File: src/rtl/fmch_pkg.sv
package fmch_pkg;

  typedef enum logic [1:0] {WID_X1, WID_X2, WID_X4} fmch_width_t;

  localparam logic [7:0] CMD_WR_ENABLE  = 8'h06;
  localparam logic [7:0] CMD_VOL_ENABLE = 8'h50;
  localparam logic [7:0] CMD_WR_STATUS  = 8'h01;
  localparam logic [7:0] CMD_RD_STATUS  = 8'h05;
  localparam logic [7:0] CMD_RST_ENABLE = 8'h66;
  localparam logic [7:0] CMD_RST_DO     = 8'h99;
  localparam logic [7:0] CMD_ADDR4_IN   = 8'hB7;
  localparam logic [7:0] CMD_ADDR4_OUT  = 8'hE9;
  localparam logic [7:0] CMD_PARAM_RD   = 8'h5A;

  localparam logic [23:0] PT_SR_ADDR   = 24'h00006C;
  localparam logic [23:0] PT_RST_ADDR  = 24'h00006D;
  localparam logic [23:0] PT_EX4_ADDR  = 24'h00006E;
  localparam logic [23:0] PT_EN4_ADDR  = 24'h00006F;
  localparam logic [7:0]  PT_SR_VAL    = 8'hE8;
  localparam logic [7:0]  PT_RST_VAL   = 8'h50;
  localparam logic [7:0]  PT_EX4_VAL   = 8'hC1;
  localparam logic [7:0]  PT_EN4_VAL   = 8'hA5;
  localparam logic [7:0]  PT_FILL      = 8'hFF;

  localparam logic [1:0] PARAM_ADDR_BYTES = 2'h3;
  localparam logic [2:0] ADDR_BYTES_3     = 3'h3;
  localparam logic [2:0] ADDR_BYTES_4     = 3'h4;
  localparam logic [2:0] NB_MAX           = 3'h7;
  localparam int         SR_WEL_BIT       = 1;
  localparam logic [7:0] SR_RESET         = 8'h00;

endpackage : fmch_pkg

File: src/rtl/fmch_link_if.sv
`timescale 1ns/1ps
interface fmch_link_if;
  logic                   byte_vld;
  logic [7:0]             rx_byte;
  logic                   tx_load;
  logic [7:0]             tx_byte;
  logic                   out_en;
  fmch_pkg::fmch_width_t  width;

  modport core  (input byte_vld, rx_byte, output tx_load, tx_byte, out_en, width);
  modport shift (output byte_vld, rx_byte, input tx_load, tx_byte, out_en, width);
endinterface : fmch_link_if

File: src/rtl/fmch_shift.sv
`timescale 1ns/1ps
module fmch_shift (
  input  wire logic        core_clk,
  input  wire logic        rst,
  input  wire logic        sck,
  input  wire logic        cs_n,
  input  wire logic [3:0]  dq_i,
  output logic      [3:0]  dq_o,
  output logic      [3:0]  dq_oe,
  fmch_link_if.shift       lnk
);
  logic       sck_r, sck_nxt;
  logic [2:0] cnt_r, cnt_nxt;
  logic [7:0] rx_r, rx_nxt, tx_r, tx_nxt;
  logic [7:0] rxb_r, rxb_nxt;
  logic       vld_r, vld_nxt;
  logic [3:0] out_r, out_nxt;
  logic [3:0] step, sum;
  logic [7:0] shin;
  logic       rise, fall;

  always_comb begin
    rise = sck & ~sck_r;
    fall = ~sck & sck_r;
    unique case (lnk.width)
      fmch_pkg::WID_X1: begin
        step = 4'h1;
        shin = {rx_r[6:0], dq_i[0]};
      end
      fmch_pkg::WID_X2: begin
        step = 4'h2;
        shin = {rx_r[5:0], dq_i[1:0]};
      end
      default: begin
        step = 4'h4;
        shin = {rx_r[3:0], dq_i};
      end
    endcase
    sum     = {1'b0, cnt_r} + step;
    sck_nxt = sck;
    cnt_nxt = cnt_r;
    rx_nxt  = rx_r;
    rxb_nxt = rxb_r;
    vld_nxt = 1'b0;
    tx_nxt  = tx_r;
    out_nxt = out_r;
    if (cs_n) begin
      cnt_nxt = 3'h0;
    end else if (rise) begin
      rx_nxt  = shin;
      cnt_nxt = sum[2:0];
      if (sum[3]) begin
        rxb_nxt = shin;
        vld_nxt = 1'b1;
      end
    end
    if (lnk.tx_load) begin
      tx_nxt = lnk.tx_byte;
    end else if (fall && !cs_n) begin
      // Lane use follows the current interface width
      unique case (lnk.width)
        fmch_pkg::WID_X1: out_nxt = {2'h0, tx_r[7], 1'b0};
        fmch_pkg::WID_X2: out_nxt = {2'h0, tx_r[7:6]};
        default:          out_nxt = tx_r[7:4];
      endcase
      tx_nxt = tx_r << step;
    end
  end

  always_ff @(posedge core_clk) begin
    if (rst) begin
      sck_r <= 1'b0;
      cnt_r <= 3'h0;
      rx_r  <= 8'h00;
      rxb_r <= 8'h00;
      vld_r <= 1'b0;
      tx_r  <= 8'h00;
      out_r <= 4'h0;
    end else begin
      sck_r <= sck_nxt;
      cnt_r <= cnt_nxt;
      rx_r  <= rx_nxt;
      rxb_r <= rxb_nxt;
      vld_r <= vld_nxt;
      tx_r  <= tx_nxt;
      out_r <= out_nxt;
    end
  end

  always_comb begin
    lnk.byte_vld = vld_r;
    lnk.rx_byte  = rxb_r;
    dq_o         = out_r;
    dq_oe        = 4'h0;
    if (lnk.out_en && !cs_n) begin
      unique case (lnk.width)
        fmch_pkg::WID_X1: dq_oe = 4'h2;
        fmch_pkg::WID_X2: dq_oe = 4'h3;
        default:          dq_oe = 4'hF;
      endcase
    end
  end
endmodule : fmch_shift

File: src/rtl/fmch_top.sv
`timescale 1ns/1ps
// Overview of operation
// RQ1: Power-up reset loads the status register from the stored nonvolatile value.
// RQ2: Nonvolatile status write needs a prior 06h; otherwise it is refused.
// RQ3: 50h arms a volatile status write that overrides until power cycle.
// RQ4: Soft reset happens only when 99h directly follows 66h.
// RQ5: Reset pair accepted at the current 1, 2 or 4 line width.
// RQ6: E9h returns to 3-byte addressing without write enable.
// RQ7: B7h enters 4-byte addressing without write enable.
// RQ8: Parameter table gives E8h at 6Ch and 50h at 6Dh.
// RQ9: Addressed commands carry four address bytes in 4-byte mode, else three; here 5Ah always takes three, and addr_bytes only reports the count.
module fmch_top (
  input  wire logic                   core_clk,
  input  wire logic                   rst,
  input  wire logic                   sck,
  input  wire logic                   cs_n,
  input  wire logic [3:0]             dq_i,
  output logic      [3:0]             dq_o,
  output logic      [3:0]             dq_oe,
  input  wire fmch_pkg::fmch_width_t  io_mode,
  input  wire logic [7:0]             nv_sr_stored,
  output logic                        nv_sr_wr,
  output logic      [7:0]             nv_sr_wdata,
  output logic      [7:0]             status_q,
  output logic                        addr4_mode,
  output logic      [2:0]             addr_bytes,
  output logic                        soft_rst_p
);
  typedef enum {ST_CMD, ST_ADDR, ST_DUMMY, ST_WDATA, ST_RDATA, ST_SKIP} fmch_state_t;

  fmch_link_if lnk ();

  fmch_shift u_shift (
    .core_clk (core_clk),
    .rst      (rst),
    .sck      (sck),
    .cs_n     (cs_n),
    .dq_i     (dq_i),
    .dq_o     (dq_o),
    .dq_oe    (dq_oe),
    .lnk      (lnk.shift)
  );

  fmch_state_t st_r, st_nxt;
  logic [7:0]  cmd_r, cmd_nxt, wdat_r, wdat_nxt, sr_r, sr_nxt, nvd_r, nvd_nxt;
  logic [7:0]  tx_r, tx_nxt;
  logic [23:0] addr_r, addr_nxt;
  logic [1:0]  acnt_r, acnt_nxt;
  logic [2:0]  nb_r, nb_nxt;
  logic        cs_r, wel_r, wel_nxt, vwe_r, vwe_nxt, vol_r, vol_nxt;
  logic        rsten_r, rsten_nxt, addr4_r, addr4_nxt, srst_r, srst_nxt;
  logic        nvw_r, nvw_nxt, ld_r, ld_nxt;
  logic        frame_end, one_byte;
  logic [7:0]  sr_view;

  function automatic logic [7:0] pt_byte(input logic [23:0] a);
    unique case (a)
      fmch_pkg::PT_SR_ADDR:  pt_byte = fmch_pkg::PT_SR_VAL;
      fmch_pkg::PT_RST_ADDR: pt_byte = fmch_pkg::PT_RST_VAL;
      fmch_pkg::PT_EX4_ADDR: pt_byte = fmch_pkg::PT_EX4_VAL;
      fmch_pkg::PT_EN4_ADDR: pt_byte = fmch_pkg::PT_EN4_VAL;
      default:               pt_byte = fmch_pkg::PT_FILL;
    endcase
  endfunction : pt_byte

  always_comb begin
    frame_end = cs_n & ~cs_r;
    one_byte  = (nb_r == 3'h1);
    sr_view   = sr_r;
    sr_view[fmch_pkg::SR_WEL_BIT] = wel_r;
    lnk.width   = io_mode; // [RQ5]
    lnk.out_en  = (st_r == ST_RDATA);
    lnk.tx_load = ld_r;
    lnk.tx_byte = tx_r;
  end

  always_comb begin
    st_nxt = st_r;      cmd_nxt = cmd_r;     wdat_nxt = wdat_r;   sr_nxt = sr_r;
    nvd_nxt = nvd_r;    tx_nxt = tx_r;       addr_nxt = addr_r;   acnt_nxt = acnt_r;
    nb_nxt = nb_r;      wel_nxt = wel_r;     vwe_nxt = vwe_r;     vol_nxt = vol_r;
    rsten_nxt = rsten_r; addr4_nxt = addr4_r;
    srst_nxt = 1'b0;
    nvw_nxt  = 1'b0;
    ld_nxt   = 1'b0;
    if (cs_n) begin
      st_nxt = ST_CMD;
      nb_nxt = 3'h0;
    end else if (lnk.byte_vld) begin
      nb_nxt = (nb_r == fmch_pkg::NB_MAX) ? nb_r : nb_r + 3'h1;
      unique case (st_r)
        ST_CMD: begin
          cmd_nxt = lnk.rx_byte;
          if (lnk.rx_byte == fmch_pkg::CMD_PARAM_RD) begin
            st_nxt   = ST_ADDR;
            acnt_nxt = fmch_pkg::PARAM_ADDR_BYTES;
          end else if (lnk.rx_byte == fmch_pkg::CMD_RD_STATUS) begin
            st_nxt = ST_RDATA;
            tx_nxt = sr_view;
            ld_nxt = 1'b1;
          end else if (lnk.rx_byte == fmch_pkg::CMD_WR_STATUS) begin
            st_nxt = ST_WDATA;
          end else begin
            st_nxt = ST_SKIP;
          end
        end
        ST_ADDR: begin
          addr_nxt = {addr_r[15:0], lnk.rx_byte};
          acnt_nxt = acnt_r - 2'h1;
          if (acnt_r == 2'h1) begin
            st_nxt = ST_DUMMY;
          end
        end
        ST_DUMMY: begin
          st_nxt   = ST_RDATA;
          tx_nxt   = pt_byte(addr_r); // [RQ8]
          ld_nxt   = 1'b1;
          addr_nxt = addr_r + 24'h1;
        end
        ST_RDATA: begin
          ld_nxt = 1'b1;
          if (cmd_r == fmch_pkg::CMD_PARAM_RD) begin
            tx_nxt   = pt_byte(addr_r); // [RQ8]
            addr_nxt = addr_r + 24'h1;
          end else begin
            tx_nxt = sr_view;
          end
        end
        ST_WDATA: begin
          wdat_nxt = lnk.rx_byte;
          st_nxt   = ST_SKIP;
        end
        default: st_nxt = ST_SKIP;
      endcase
    end
    // Commands take effect at deselect, so a frame with no complete byte has no effect
    if (frame_end && nb_r != 3'h0) begin
      if (!(one_byte && cmd_r == fmch_pkg::CMD_RST_ENABLE)) begin
        rsten_nxt = 1'b0; // [RQ4]
      end
      if (!(one_byte && cmd_r == fmch_pkg::CMD_VOL_ENABLE)) begin
        vwe_nxt = 1'b0;
      end
      if (one_byte) begin
        unique case (cmd_r)
          fmch_pkg::CMD_WR_ENABLE:  wel_nxt = 1'b1; // [RQ2]
          fmch_pkg::CMD_VOL_ENABLE: vwe_nxt = 1'b1; // [RQ3]
          fmch_pkg::CMD_ADDR4_IN:   addr4_nxt = 1'b1; // [RQ7]
          fmch_pkg::CMD_ADDR4_OUT:  addr4_nxt = 1'b0; // [RQ6]
          fmch_pkg::CMD_RST_ENABLE: rsten_nxt = 1'b1; // [RQ4]
          fmch_pkg::CMD_RST_DO: begin
            if (rsten_r) begin // [RQ4]
              // Volatile override survives a soft reset; only power-up clears it
              srst_nxt  = 1'b1;
              wel_nxt   = 1'b0;
              vwe_nxt   = 1'b0;
              addr4_nxt = 1'b0;
            end
          end
          default: ;
        endcase
      end else if (cmd_r == fmch_pkg::CMD_WR_STATUS && nb_r >= 3'h2) begin
        if (vwe_r) begin
          sr_nxt  = {wdat_r[7:2], 2'h0}; // [RQ3]
          vol_nxt = 1'b1;
        end else if (wel_r) begin
          nvw_nxt = 1'b1; // [RQ2]
          nvd_nxt = {wdat_r[7:2], 2'h0};
          wel_nxt = 1'b0;
          if (!vol_r) begin
            sr_nxt = {wdat_r[7:2], 2'h0}; // [RQ3]
          end
        end
      end
    end
  end

  always_ff @(posedge core_clk) begin
    if (rst) begin
      st_r <= ST_CMD;     cmd_r <= 8'h00;   wdat_r <= 8'h00;  nvd_r <= 8'h00;
      tx_r <= 8'h00;      addr_r <= 24'h0;  acnt_r <= 2'h0;   nb_r <= 3'h0;
      cs_r <= 1'b1;       wel_r <= 1'b0;    vwe_r <= 1'b0;    vol_r <= 1'b0;
      rsten_r <= 1'b0;    addr4_r <= 1'b0;  srst_r <= 1'b0;   nvw_r <= 1'b0;
      ld_r <= 1'b0;
      sr_r <= nv_sr_stored; // [RQ1]
    end else begin
      st_r <= st_nxt;     cmd_r <= cmd_nxt; wdat_r <= wdat_nxt; nvd_r <= nvd_nxt;
      tx_r <= tx_nxt;     addr_r <= addr_nxt; acnt_r <= acnt_nxt; nb_r <= nb_nxt;
      cs_r <= cs_n;       wel_r <= wel_nxt; vwe_r <= vwe_nxt;  vol_r <= vol_nxt;
      rsten_r <= rsten_nxt; addr4_r <= addr4_nxt; srst_r <= srst_nxt; nvw_r <= nvw_nxt;
      ld_r <= ld_nxt;
      sr_r <= sr_nxt;
    end
  end

  always_comb begin
    nv_sr_wr    = nvw_r;
    nv_sr_wdata = nvd_r;
    status_q    = sr_view;
    addr4_mode  = addr4_r;
    addr_bytes  = addr4_r ? fmch_pkg::ADDR_BYTES_4 : fmch_pkg::ADDR_BYTES_3; // [RQ9]
    soft_rst_p  = srst_r;
  end
endmodule : fmch_top

File: config.mk
export PLATFORM = sky130hd
export DESIGN_NAME = fmch_top
export DESIGN_NICKNAME = d
export VERILOG_FILES = /design/src/rtl/fmch_pkg.sv /design/src/rtl/fmch_link_if.sv /design/src/rtl/fmch_shift.sv /design/src/rtl/fmch_top.sv
export SDC_FILE = /design/constraint.sdc
export NUM_CORES = 1
export LEC_CHECK = 0
export BUFFER_PORTS_ARGS = -buffer_cell sky130_fd_sc_hd__buf_4
export CAP_MARGIN = 20
export CORE_ASPECT_RATIO = 0.6
export CORE_MARGIN = 8
export CORE_UTILIZATION = 36
export DETAILED_ROUTE_END_ITERATION = 8
export GPL_TIMING_DRIVEN = 0
export PLACE_DENSITY = 0.63
export SLEW_MARGIN = 10
export SYNTH_ARGS = -nofsm -noshare
export SYNTH_HDL_FRONTEND = slang
export SYNTH_SLANG_ARGS = --single-unit
File: constraint.sdc
create_clock -name core_clk -period 4.5 [get_ports core_clk]
set_input_delay 0.9 -clock core_clk [delete_from_list [all_inputs] [get_ports core_clk]]
set_output_delay 0.9 -clock core_clk [all_outputs]
set_load 0.005 [all_outputs]
# [Word level (Yosys, flattened, before mapping)]
# Cells that the tools add are included.
[totals] reg_bits=140 input_bits=18 output_inout_bits=30
[op_classes] n_lt_le_gt_ge=1 muxes=48 bitwise_logic=17 n_eq_ne=35 add_sub_neg=4 shift=1 reduce_logical=40
[op_table] operator="$pmux W32 S4" count=1
[op_table] operator="$eq A24 B7 Y1 const B" count=4
[op_table] operator="$mux W8" count=12
[op_table] operator="$pmux W24 S3" count=1
[op_table] operator="$eq A32 B2 Y1 const B" count=2
[op_table] operator="$eq A32 B1 Y1 const B" count=1
[op_table] operator="$eq A32 B3 Y1 const B" count=1
[op_table] operator="$eq A32 B4 Y1 const B" count=1
[op_table] operator="$eq A8 B7 Y1 const B" count=4
[op_table] operator="$logic_not A32 Y1" count=1
[op_table] operator="$mux W32" count=1
[op_table] operator="$pmux W8 S4" count=1
[op_table] operator="$add A24 B1 Y24 const B" count=1
[op_table] operator="$eq A8 B8 Y1 const B" count=3
[op_table] operator="$mux W24" count=1
[op_table] operator="$pmux W8 S3" count=1
[op_table] operator="$reduce_and A5 Y1" count=4
[op_table] operator="$eq A8 B1 Y1 const B" count=2
[op_table] operator="$eq A8 B3 Y1 const B" count=2
[op_table] operator="$pmux W4 S2" count=2
[op_table] operator="$pmux W8 S2" count=1
[op_table] operator="$reduce_and A4 Y1" count=4
[op_table] operator="$mux W1" count=15
[op_table] operator="$reduce_bool A3 Y1" count=5
[op_table] operator="31 further kinds" count=75

# [Longest topological paths before layout]
# Gate-level depths: netlist (run 1).
[depth] word_depth=7 mapped_depth=12 mapped_depth_nobuf=8

# [Hierarchy]
# From an unflattened synthesis (run 1), not the netlist that was laid out.
[hier_totals] hier_cells=700 hier_area_um2=5786.8
[modules_own_cells] mod="fmch_top" n_inst=1 area_each_um2=4117.7 cells_per_inst=508 seq_area_each_um2=1591.5
[modules_own_cells] mod="fmch_shift" n_inst=1 area_each_um2=1669.1 cells_per_inst=192 seq_area_each_um2=640.6

# [Worst setup path before layout (run 1)]
# Ideal clock, no wire load.
[synth_timing] kind="input-to-reg" from="input io_mode[1]" to="register u_shift.rxb_r[0] (netlist: u_shift.lnk.rx_byte[0])" cell_stages=12 required_ns=4.372 path_buffers=4 arrival_time_ns=2.973 slack_ns=1.399 setup_time_ns=0.128 cell_sequence="clkbuf_1 > clkbuf_1 > buf_2 > nand2b_1 > inv_1 > ha_1 > a21o_1 > a21o_1 > and2_1 > buf_2 > mux2i_1 > nor2_1"
[synth_between] elab_chain_cells=4
[synth_lines] element="start, declared" line="fmch_top.sv:20" text="input wire fmch_pkg::fmch_width_t io_mode,"
[synth_lines] element="$eq A2 B1 Y1 / $logic_not A2 Y1 (equally long branches)" line="fmch_shift.sv:25" text="unique case (lnk.width)"
[synth_lines] element="$pmux W3 S2 *" line="fmch_shift.sv:25"
[synth_lines] element="$add A3 B3 Y4 *" line="fmch_shift.sv:39" text="sum = {1'b0, cnt_r} + step;"
[synth_lines] element="$reduce_and A3 Y1 (no line) *"
[synth_lines] element="end signal, assigned" line="fmch_shift.sv:83" text="rxb_r <= rxb_nxt;"
[synth_lines] element="end, declared" line="fmch_shift.sv:15" text="logic [7:0] rxb_r, rxb_nxt;"
# Mark *: on every way between the ends. The rest lies on a longest branch, timed or not.
# A chain may end at the register's enable or synchronous reset.

# [Worst setup path after layout (run 1)]
[layout_timing] from="input io_mode[1]" to="output dq_oe[3]"
[layout_between] elab_chain_cells=3
[layout_lines] element="$eq A2 B1 Y1 / $logic_not A2 Y1 (equally long branches)" line="fmch_shift.sv:96" text="unique case (lnk.width)"
[layout_lines] element="$pmux W4 S2 *" line="fmch_shift.sv:96"
[layout_lines] element="$mux W4 *" line="fmch_shift.sv:95" text="if (lnk.out_en && !cs_n) begin"
[layout_lines] element="end, declared" line="fmch_top.sv:19" text="output logic [3:0] dq_oe,"
# Marked as above.

==> results.yml, run 1 <==
status:
  status: "complete, no violations"
timing:
  fmax_mhz: 295
  rsz0062_at_grt: "false"
  hold_viol: 0
  finalSetupViolCount: 0
  tns_ns: 0
  holdWs_ns: 0.472
  slew_viol_final: 0
  worst_slew_pin_slew_ns: 0.982
  fin_crit_ns: 3.39
  slew_headroom_pct: 34.4
  min_period_over_period_pct: 75.3
  skew_ns: 0.00889
  worst_slack_ns: 1.11
yosys:
  synth.avg_cell_area_um2: 8.77
  synthArstFlopShare_pct: 0
  ys.flop_type: "dfxtp_1"
  syn-cell-area_um2: 5880
  synth_edf_count: 7
  ys_seq_area_share_pct: 37.9
  ys_ff_latch: 108
  yosysUniqueCellTypes: 82
  netlist_instances: 671
  yosysWarningCount: 0
setup_path:
  endpoint_kind: "output port"
  path_class: "input port to output port"
  crit_cells: 7
  path_buf_inv: 6
  cpPeakStageDelay_ns: 0.48
  path_cells: "buf_4 -> clkbuf_1 -> clkbuf_1 -> buf_2 -> and2_1 -> buf_4 -> buf_4"
  critPathMaxFanout: 10
  worstReg2RegStart: "nb_r[0]"
  ff2ff_path_depth: 6
  cp.required_ns: 3.60
  worstSetupStartpointType: "input port"
  reg2reg_slack_ns: 1.86
  worstPathArrival_ns: 2.49
  regToRegEndpoint: "sr_r[3]"
  cp_top_family: "buffers and inverters"
  crit_path_top_delay_cell: "clkbuf_1"
  worst_path_most_repeated_cell: "buf_4"
route:
  wirelength_um: 17400
  vias: 5284
  dr.pass1.iters: 5
  avgViaCountPerCell: 5.62
  wire_per_inst_um: 18.5
  drtIter0Drc: 610
  antenna_left: 0
  drcViolationCount: 0
power_and_ir_drop:
  power_frac_comb_pct: 5.5
  power.total_uw: 1890
  p_leak_uw: 0.00244
  clockPowerShare_pct: 41.9
  power_density_nw_per_um2: 279
  p_sw_share_pct: 23.1
  seqPwrFrac_pct: 52.6
  p_sw_uw: 437
  cell_internal_pwr_uw: 1450
  ir_drop_v: 0.000175
clock_tree:
  cts_made_buffers: 9
  clock_sinks: 108
  cts_resized: 0
  post-cts-setup-buffers: 0
  clk_pin_slew_ns: 0.07
  clkLatencyLatePin_ns: 0.35
  cts_tree: "built"
  h-tree-depth: 3
  clockRootBuffer: "clkbuf_16"
  clockBufferDepth: 2
  postCtsHoldBufs: 0
floorplan:
  num_rows: 36
  num_io_pins: 48
  die_area_um2: 20800
  initial_utilization_pct: 36.5
  die_x_um: 181
  die_h_um: 115
  coreArea_um2: 16100
grt:
  gr-usage-met3_pct: 5.90
  grt_start_max_net_pins: 18
  grt_pass1_vias: 4918
  use_met1_pct: 26.0
  grt_overflow_total: 0
  track_usage_pct: 16.9
  antenna_found_initial: 0
  grt_pass1_wl_um: 28000
  grt_util_met2_pct: 21.2
  busiest_layer: "met1"
min_path:
  worstHoldEndpoint: "vol_r"
  min_path_cells: 2
  hp-start: "vol_r"
  min_path_type: "register to register"
final_layout:
  fill_cells: 1592
  final_cell_mix: "101 x dfxtp_1, 86 x nor2_1, 51 x buf_4"
  area_delta_synth_final_pct: 14.9
  nets: 758
  final_common_cell: "dfxtp_1"
  drive_above_1_share_pct: 17.4
  antenna_cells: 0
placed_design:
  dp_hpwl_um: 13000
  globalplace.congestion: 0.943
  io_buffers: 43
  pre_cts_ws_ns: 0.854
job:
  maxCapViolCount: 0
[kinds of logic (layout without fill, tap and decap cells)]
| logic type | count (synthesis) | after routing | synth area share, % |
|---|---|---|---|
| buf+inv | 71 | 130 | 5.78 |
| xor+xnor | 4 | 4 | 0.595 |
| simple gates | 257 | 257 | 24.0 |
| flops | 108 | 108 | 37.9 |
| mux | 60 | 60 | 10.5 |
| fa+ha+maj | 14 | 14 | 3.10 |
| other cells | 1 | 2 | 0.0637 |
| compound gates | 156 | 156 | 18.0 |
[tightest hold or removal path, cell delays in order (launching register included)]
cell and delay (ns):
dfxtp_1 0.33, a21oi_1 0.04, nor2_1 0.07
[worst max-delay path by stage]
stage	start	to
2_1_floorplan	io_mode[1]	u_shift.lnk.rx_byte[0]
3_5_place_dp	io_mode[1]	u_shift.lnk.rx_byte[0]
5_1_grt	io_mode[1]	u_shift.lnk.rx_byte[7]
6_report	io_mode[1]	dq_oe[3]
4_1_cts	io_mode[1]	dq_oe[3]
3_3_place_gp	io_mode[1]	u_shift.lnk.rx_byte[7]
[cell type report]
type | count | area (um^2) | share of cell area (%)
repair buffers | 43 | 323 | 4.77
clock buffers | 10 | 229 | 3.39
clock inverters | 6 | 62.6 | 0.925
plain buffers | 50 | 262 | 3.87
flip-flops and latches | 108 | 2230 | 33.0
well taps | 209 | 262 | 3.87
multi-input cells | 493 | 3320 | 49.0
inverters | 21 | 78.8 | 1.17
[Yosys cell counts, types with 6 or more instances]
library cell	instances	area (um^2)
o2bb2ai_1	6	52.6
o21ai_0	30	150
nor2_1	86	323
a21oi_1	41	205
nand3_1	18	90.1
a211oi_1	11	82.6
clkbuf_1	19	71.3
edfxtp_1	7	210
nor2b_1	8	50.1
nor4_1	12	75.1
nand4_1	9	56.3
mux2i_1	44	440
ha_1	13	163
and2_1	8	50.1
nand2_1	39	146
o21ai_1	9	45.0
inv_1	21	78.8
mux2_2	16	180
buf_2	17	85.1
nor3_1	22	110
nand2b_1	8	50.1
dfxtp_1	101	2020
buf_4	8	60.1
[sequential cells by signal, summed over array words and instances (netlist names), 7 cells and up]
signal,cells
addr_r,24
cmd_r,8
lnk.tx_byte,8
sr_r,7
u_shift.lnk.rx_byte,8
u_shift.rx_r,7
u_shift.tx_r,8
[per-stage QoR]
stage,area (um^2),instances,util [%]
floorplan,5890,672,-
global placement,6470,924,40.1
detailed placement,6470,924,40.1
CTS,6760,940,41.9
global route,6760,940,41.9
finish,6760,940,41.9
[per-layer routing]
metal | part of all wire, % | up-vias
met4 | 1.3 | 0
met5 | 0 | -
met1 | 51 | 2468
met3 | 11 | 21
met2 | 36 | 247
li1 | - | 2548
[power groups by stage]
stage | registers (uW) | logic (uW) | clock network [uW]
floorplan | 1010 | 58.0 | 0
global placement | 1020 | 102 | 0
detailed placement | 1020 | 102 | 0
CTS | 993 | 103 | 808
global route | 995 | 111 | 856
finish | 994 | 103 | 792
No activity file was read; power rests on OpenSTA's default activity.
==> run 2, diff against run 1 <==
- clock period: 4.5 -> 3.3 ns (I/O delays scaled with it)
==> results.yml, run 2 (synthesis gave the netlist of run 1 again) <==
setup_path:
  critPathMaxFanout: 10
  path_cells: "buf_4 -> clkbuf_1 -> clkbuf_2 -> buf_2 -> nand2b_1 -> inv_1 -> ha_1 -> a21o_1 -> a21o_1 -> and2_1 -> buf_2 -> mux2i_1 -> nor2_1"
  worstReg2RegStart: "nb_r[0]"
  critPathLaunch: "io_mode[1]"
  path_buf_inv: 6
  cp_top_family: "buffers and inverters"
  ff2ff_path_depth: 6
  cpPeakStageDelay_ns: 0.33
  cp.required_ns: 3.51
  endpoint_kind: "register"
  worstPathArrival_ns: 3.10
  worstSetupStartpointType: "input port"
  critPathCapture: "u_shift.lnk.rx_byte[0]"
  crit_cells: 13
  path_class: "input port to register"
  regToRegEndpoint: "sr_r[0]"
  crit_path_top_delay_cell: "clkbuf_2"
  reg2reg_slack_ns: 0.66
grt:
  track_usage_pct: 16.9
  grt_pass1_wl_um: 28000
  antenna_found_initial: 0
  busiest_layer: "met1"
  gr-usage-met3_pct: 5.90
  grt_start_max_net_pins: 18
  grt_overflow_total: 0
  use_met1_pct: 26.0
  grt_util_met2_pct: 21.2
  grt_pass1_vias: 4918
clock_tree:
  post-cts-setup-buffers: 0
  clockRootBuffer: "clkbuf_16"
  h-tree-depth: 3
  clkLatencyLatePin_ns: 0.35
  clock_sinks: 108
  cts_tree: "built"
  postCtsHoldBufs: 0
  clockBufferDepth: 2
  clk_pin_slew_ns: 0.07
  cts_resized: 0
  cts_made_buffers: 9
final_layout:
  final_common_cell: "dfxtp_1"
  area_delta_synth_final_pct: 15.0
  final_util_pct: 42.0
  nets: 758
  antenna_cells: 0
  fill_cells: 1591
  largest_register_ff_count: 24
  final_cell_mix: "101 x dfxtp_1, 86 x nor2_1, 51 x buf_4"
  drive_above_1_share_pct: 17.5
  final_cells: 940
  top_register: "addr_r"
timing:
  worst_slew_pin_slew_ns: 0.979
  hold_viol: 0
  min_period_over_period_pct: 87.6
  slew_headroom_pct: 34.6
  finalSetupViolCount: 0
  fmax_mhz: 346
  rsz0062_at_grt: "false"
  fin_crit_ns: 2.89
  worst_slack_ns: 0.408
  skew_ns: 0.00890
  holdWs_ns: 0.472
  slew_viol_final: 0
status:
  status: "complete, no violations"
power_and_ir_drop:
  power.total_uw: 2580
  power_density_nw_per_um2: 381
  p_leak_uw: 0.00244
  ir_drop_v: 0.000239
route:
  antenna_left: 0
  wirelength_um: 17300
  avgViaCountPerCell: 5.65
  vias: 5310
  dr.pass1.iters: 5
  drcViolationCount: 0
  drtIter0Drc: 620
  wire_per_inst_um: 18.4
placed_design:
  pre_cts_ws_ns: -0.106
  dp_hpwl_um: 13000
  io_buffers: 43
  dp.cells: 924
  globalplace.congestion: 0.943
floorplan:
  coreArea_um2: 16100
  initial_utilization_pct: 36.5
  num_rows: 36
  die_h_um: 115
  num_io_pins: 48
  die_area_um2: 20800
  die_x_um: 181
job:
  maxCapViolCount: 0
min_path:
  min_path_type: "register to register"
==> run 2: changes by cell type in the layout (fill, tap and decap cells not counted) <==
cell / previous run / this run
clkbuf_1: 20 / 19
clkbuf_2: 0 / 1
==> run 2: metal layers <==
metal	share of wire, %	wire length [um]
met1	52	8950
met2	36	6280
met3	11	1840
met4	1.4	247
met5	0	0
==> run 2: worst min-delay path by stage <==
stage          depth (start not counted)           start              to
6_report                               2           vol_r           vol_r
5_1_grt                                1  lnk.tx_byte[5]  lnk.tx_byte[5]
4_1_cts                                2           vol_r           vol_r
3_5_place_dp                           1  lnk.tx_byte[7]  lnk.tx_byte[7]
3_3_place_gp                           1  lnk.tx_byte[7]  lnk.tx_byte[7]
2_1_floorplan                          1  lnk.tx_byte[4]  lnk.tx_byte[4]
==> run 2: area by class of cell <==
cell class / instances / area (um^2) / share of cell area, %
Buffer: 50 / 263 / 3.88
Clock buffer: 10 / 229 / 3.38
Inverter: 21 / 78.8 / 1.17
Clock inverter: 6 / 62.6 / 0.925
Timing Repair Buffer: 43 / 323 / 4.77
Multi-Input combinational cell: 493 / 3320 / 49.0
Sequential cell: 108 / 2230 / 33.0
Tap cell: 209 / 262 / 3.87
==> run 2: power by group <==
group	total (uW)	internal, uW	switching [uW]
logic	140	58.3	81.7
registers	1360	1330	22.6
clock network	1080	589	492
==> run 2: per-stage QoR <==
step / setup TNS (ns) / instance area [um^2]
after floorplan: 0 / 5890
after global placement: -0.532 / 6470
after detailed placement: -0.654 / 6470
after CTS: 0 / 6760
after global routing: 0 / 6770
final: 0 / 6770
==> run 2: worst min-delay path, cell delays in order, from the launching register on <==
cell and delay (ns):
dfxtp_1 0.33, a21oi_1 0.04, nor2_1 0.07
==> run 3, diff against run 2 <==
- CORE_UTILIZATION: 36 -> 60
- GPL_ROUTABILITY_DRIVEN: not set -> 0
- PLACE_DENSITY: 0.63 -> 0.9
==> results.yml, run 3 (synthesis gave the netlist of run 1 again) <==
status:
  status: "complete, no violations"
floorplan:
  num_io_pins: 48
  die_x_um: 144
  die_area_um2: 13300
  initial_utilization_pct: 60.6
  die_h_um: 92.7
  coreArea_um2: 9700
  num_rows: 28
clock_tree:
  clockRootBuffer: "clkbuf_16"
  cts_made_buffers: 9
  clk_pin_slew_ns: 0.08
  clock_sinks: 108
  h-tree-depth: 3
  cts_tree: "built"
  clockBufferDepth: 2
  clkLatencyLatePin_ns: 0.35
  postCtsHoldBufs: 0
timing:
  hold_viol: 0
  skew_ns: 0.0117
  slew_viol_final: 0
  min_period_over_period_pct: 88.7
  worst_slew_pin_slew_ns: 0.854
  finalSetupViolCount: 0
  fin_crit_ns: 2.93
  fmax_mhz: 342
  rsz0062_at_grt: "false"
  slew_headroom_pct: 43.1
grt:
  grt_overflow_total: 0
  track_usage_pct: 25.8
  antenna_found_initial: 0
  grt_pass1_wl_um: 27300
  grt_start_max_net_pins: 20
  grt_pass1_vias: 5313
route:
  antenna_left: 0
  avgViaCountPerCell: 6.55
  dr.pass1.iters: 9
  drtIter0Drc: 724
  wirelength_um: 17000
  drcViolationCount: 0
  vias: 5675
  wire_per_inst_um: 19.7
setup_path:
  worstPathArrival_ns: 3.14
  ff2ff_path_depth: 6
  worstReg2RegStart: "nb_r[1]"
  critPathMaxFanout: 10
  regToRegEndpoint: "sr_r[2]"
  cp.required_ns: 3.52
  reg2reg_slack_ns: 0.73
  worstSetupStartpointType: "input port"
  endpoint_kind: "register"
  path_class: "input port to register"
placed_design:
  io_buffers: 43
  dp_hpwl_um: 12100
final_layout:
  top_register: "addr_r"
  area_delta_synth_final_pct: 13.6
  largest_register_ff_count: 24
  antenna_cells: 0
  drive_above_1_share_pct: 17.9
  fill_cells: 724
  final_common_cell: "dfxtp_1"
  final_util_pct: 68.9
  nets: 758
  final_cell_mix: "101 x dfxtp_1, 86 x nor2_1, 51 x buf_4"
min_path:
  worstHoldEndpoint: "lnk.tx_byte[0]"
  min_path_type: "register to register"
  hp-start: "lnk.tx_byte[0]"
  min_path_cells: 1
power_and_ir_drop:
  power_density_nw_per_um2: 389
  power.total_uw: 2600
  p_leak_uw: 0.00245
  ir_drop_v: 0.000295
job:
  maxCapViolCount: 0
==> run 3: changes by cell type in the layout (fill, tap and decap cells not counted), sizes merged <==
cell    previous run  this run
clkinv             3         0
bufinv             1         0
inv               22        26
==> run 3: power breakdown <==
group / switching [uW] / leakage, uW / internal [uW]
combinational: 82.6 / 0.00142 / 58.5
sequential: 21.3 / 0.000882 / 1330
clock: 528 / 0.000147 / 573
total: 632 / 0.00245 / 1960
==> run 3: critical path, cell delays in order <==
cell      delay (ns)
buf_4           0.08
clkbuf_1        0.26
clkbuf_2        0.34
buf_2           0.29
nand2b_1        0.19
inv_1           0.06
ha_1            0.26
a21o_1          0.17
a21o_1          0.18
and2_1          0.15
buf_2           0.19
mux2i_1         0.23
nor2_1          0.07
==> run 3: metal layers <==
metal | vias up | GRT usage [%] | wire, um
met4 | 0 | 10.7 | 568
met5 | - | 0 | 0
met2 | 452 | 36.7 | 6980
met3 | 73 | 8.78 | 2320
met1 | 2601 | 34.9 | 7160
li1 | 2549 | - | -
==> run 3: stage by stage <==
step	setup TNS (ns)	setup WS (ns)	instance area [um^2]	hold WS, ns	std cells
2_1_floorplan	0	0.439	5890	0.432	672
3_3_place_gp	0	0.0156	6380	0.449	850
3_5_place_dp	-0.159	-0.0648	6380	0.455	850
4_1_cts	0	0.228	6680	0.475	866
5_1_grt	0	0.194	6680	0.493	866
6_report	0	0.374	6680	0.485	866
==> run 3: final cells by class <==
type                       instances  area (um^2)  share of cell area, %
multi-input combinational        493         3320                   49.6
sequential                       108         2230                   33.4
timing repair buffer              43          323                   4.83
buffer                            50          263                   3.93
clock buffer                      10          250                   3.74
tap                              135          169                   2.53
inverter                          21         78.8                   1.18
clock inverter                     6         51.3                  0.768
==> run 3: what timing repair did <==
item | 4_1_cts | 5_1_grt
buffers inserted | 0 | 0
gates resized for setup | 0 | 2
endpoints found under the setup margin | 0 | 2
==> run 3: worst max-delay path by stage <==
stage	end	slack, ns	from	cells past startpoint
final	u_shift.lnk.rx_byte[5]	0.37	io_mode[1]	13
after global routing	u_shift.lnk.rx_byte[5]	0.19	io_mode[1]	13
after CTS	u_shift.lnk.rx_byte[5]	0.23	io_mode[1]	13
after floorplan	u_shift.lnk.rx_byte[0]	0.44	io_mode[1]	12
after detailed placement	u_shift.lnk.rx_byte[5]	-0.06	io_mode[1]	13
after global placement	u_shift.lnk.rx_byte[5]	0.02	io_mode[1]	13
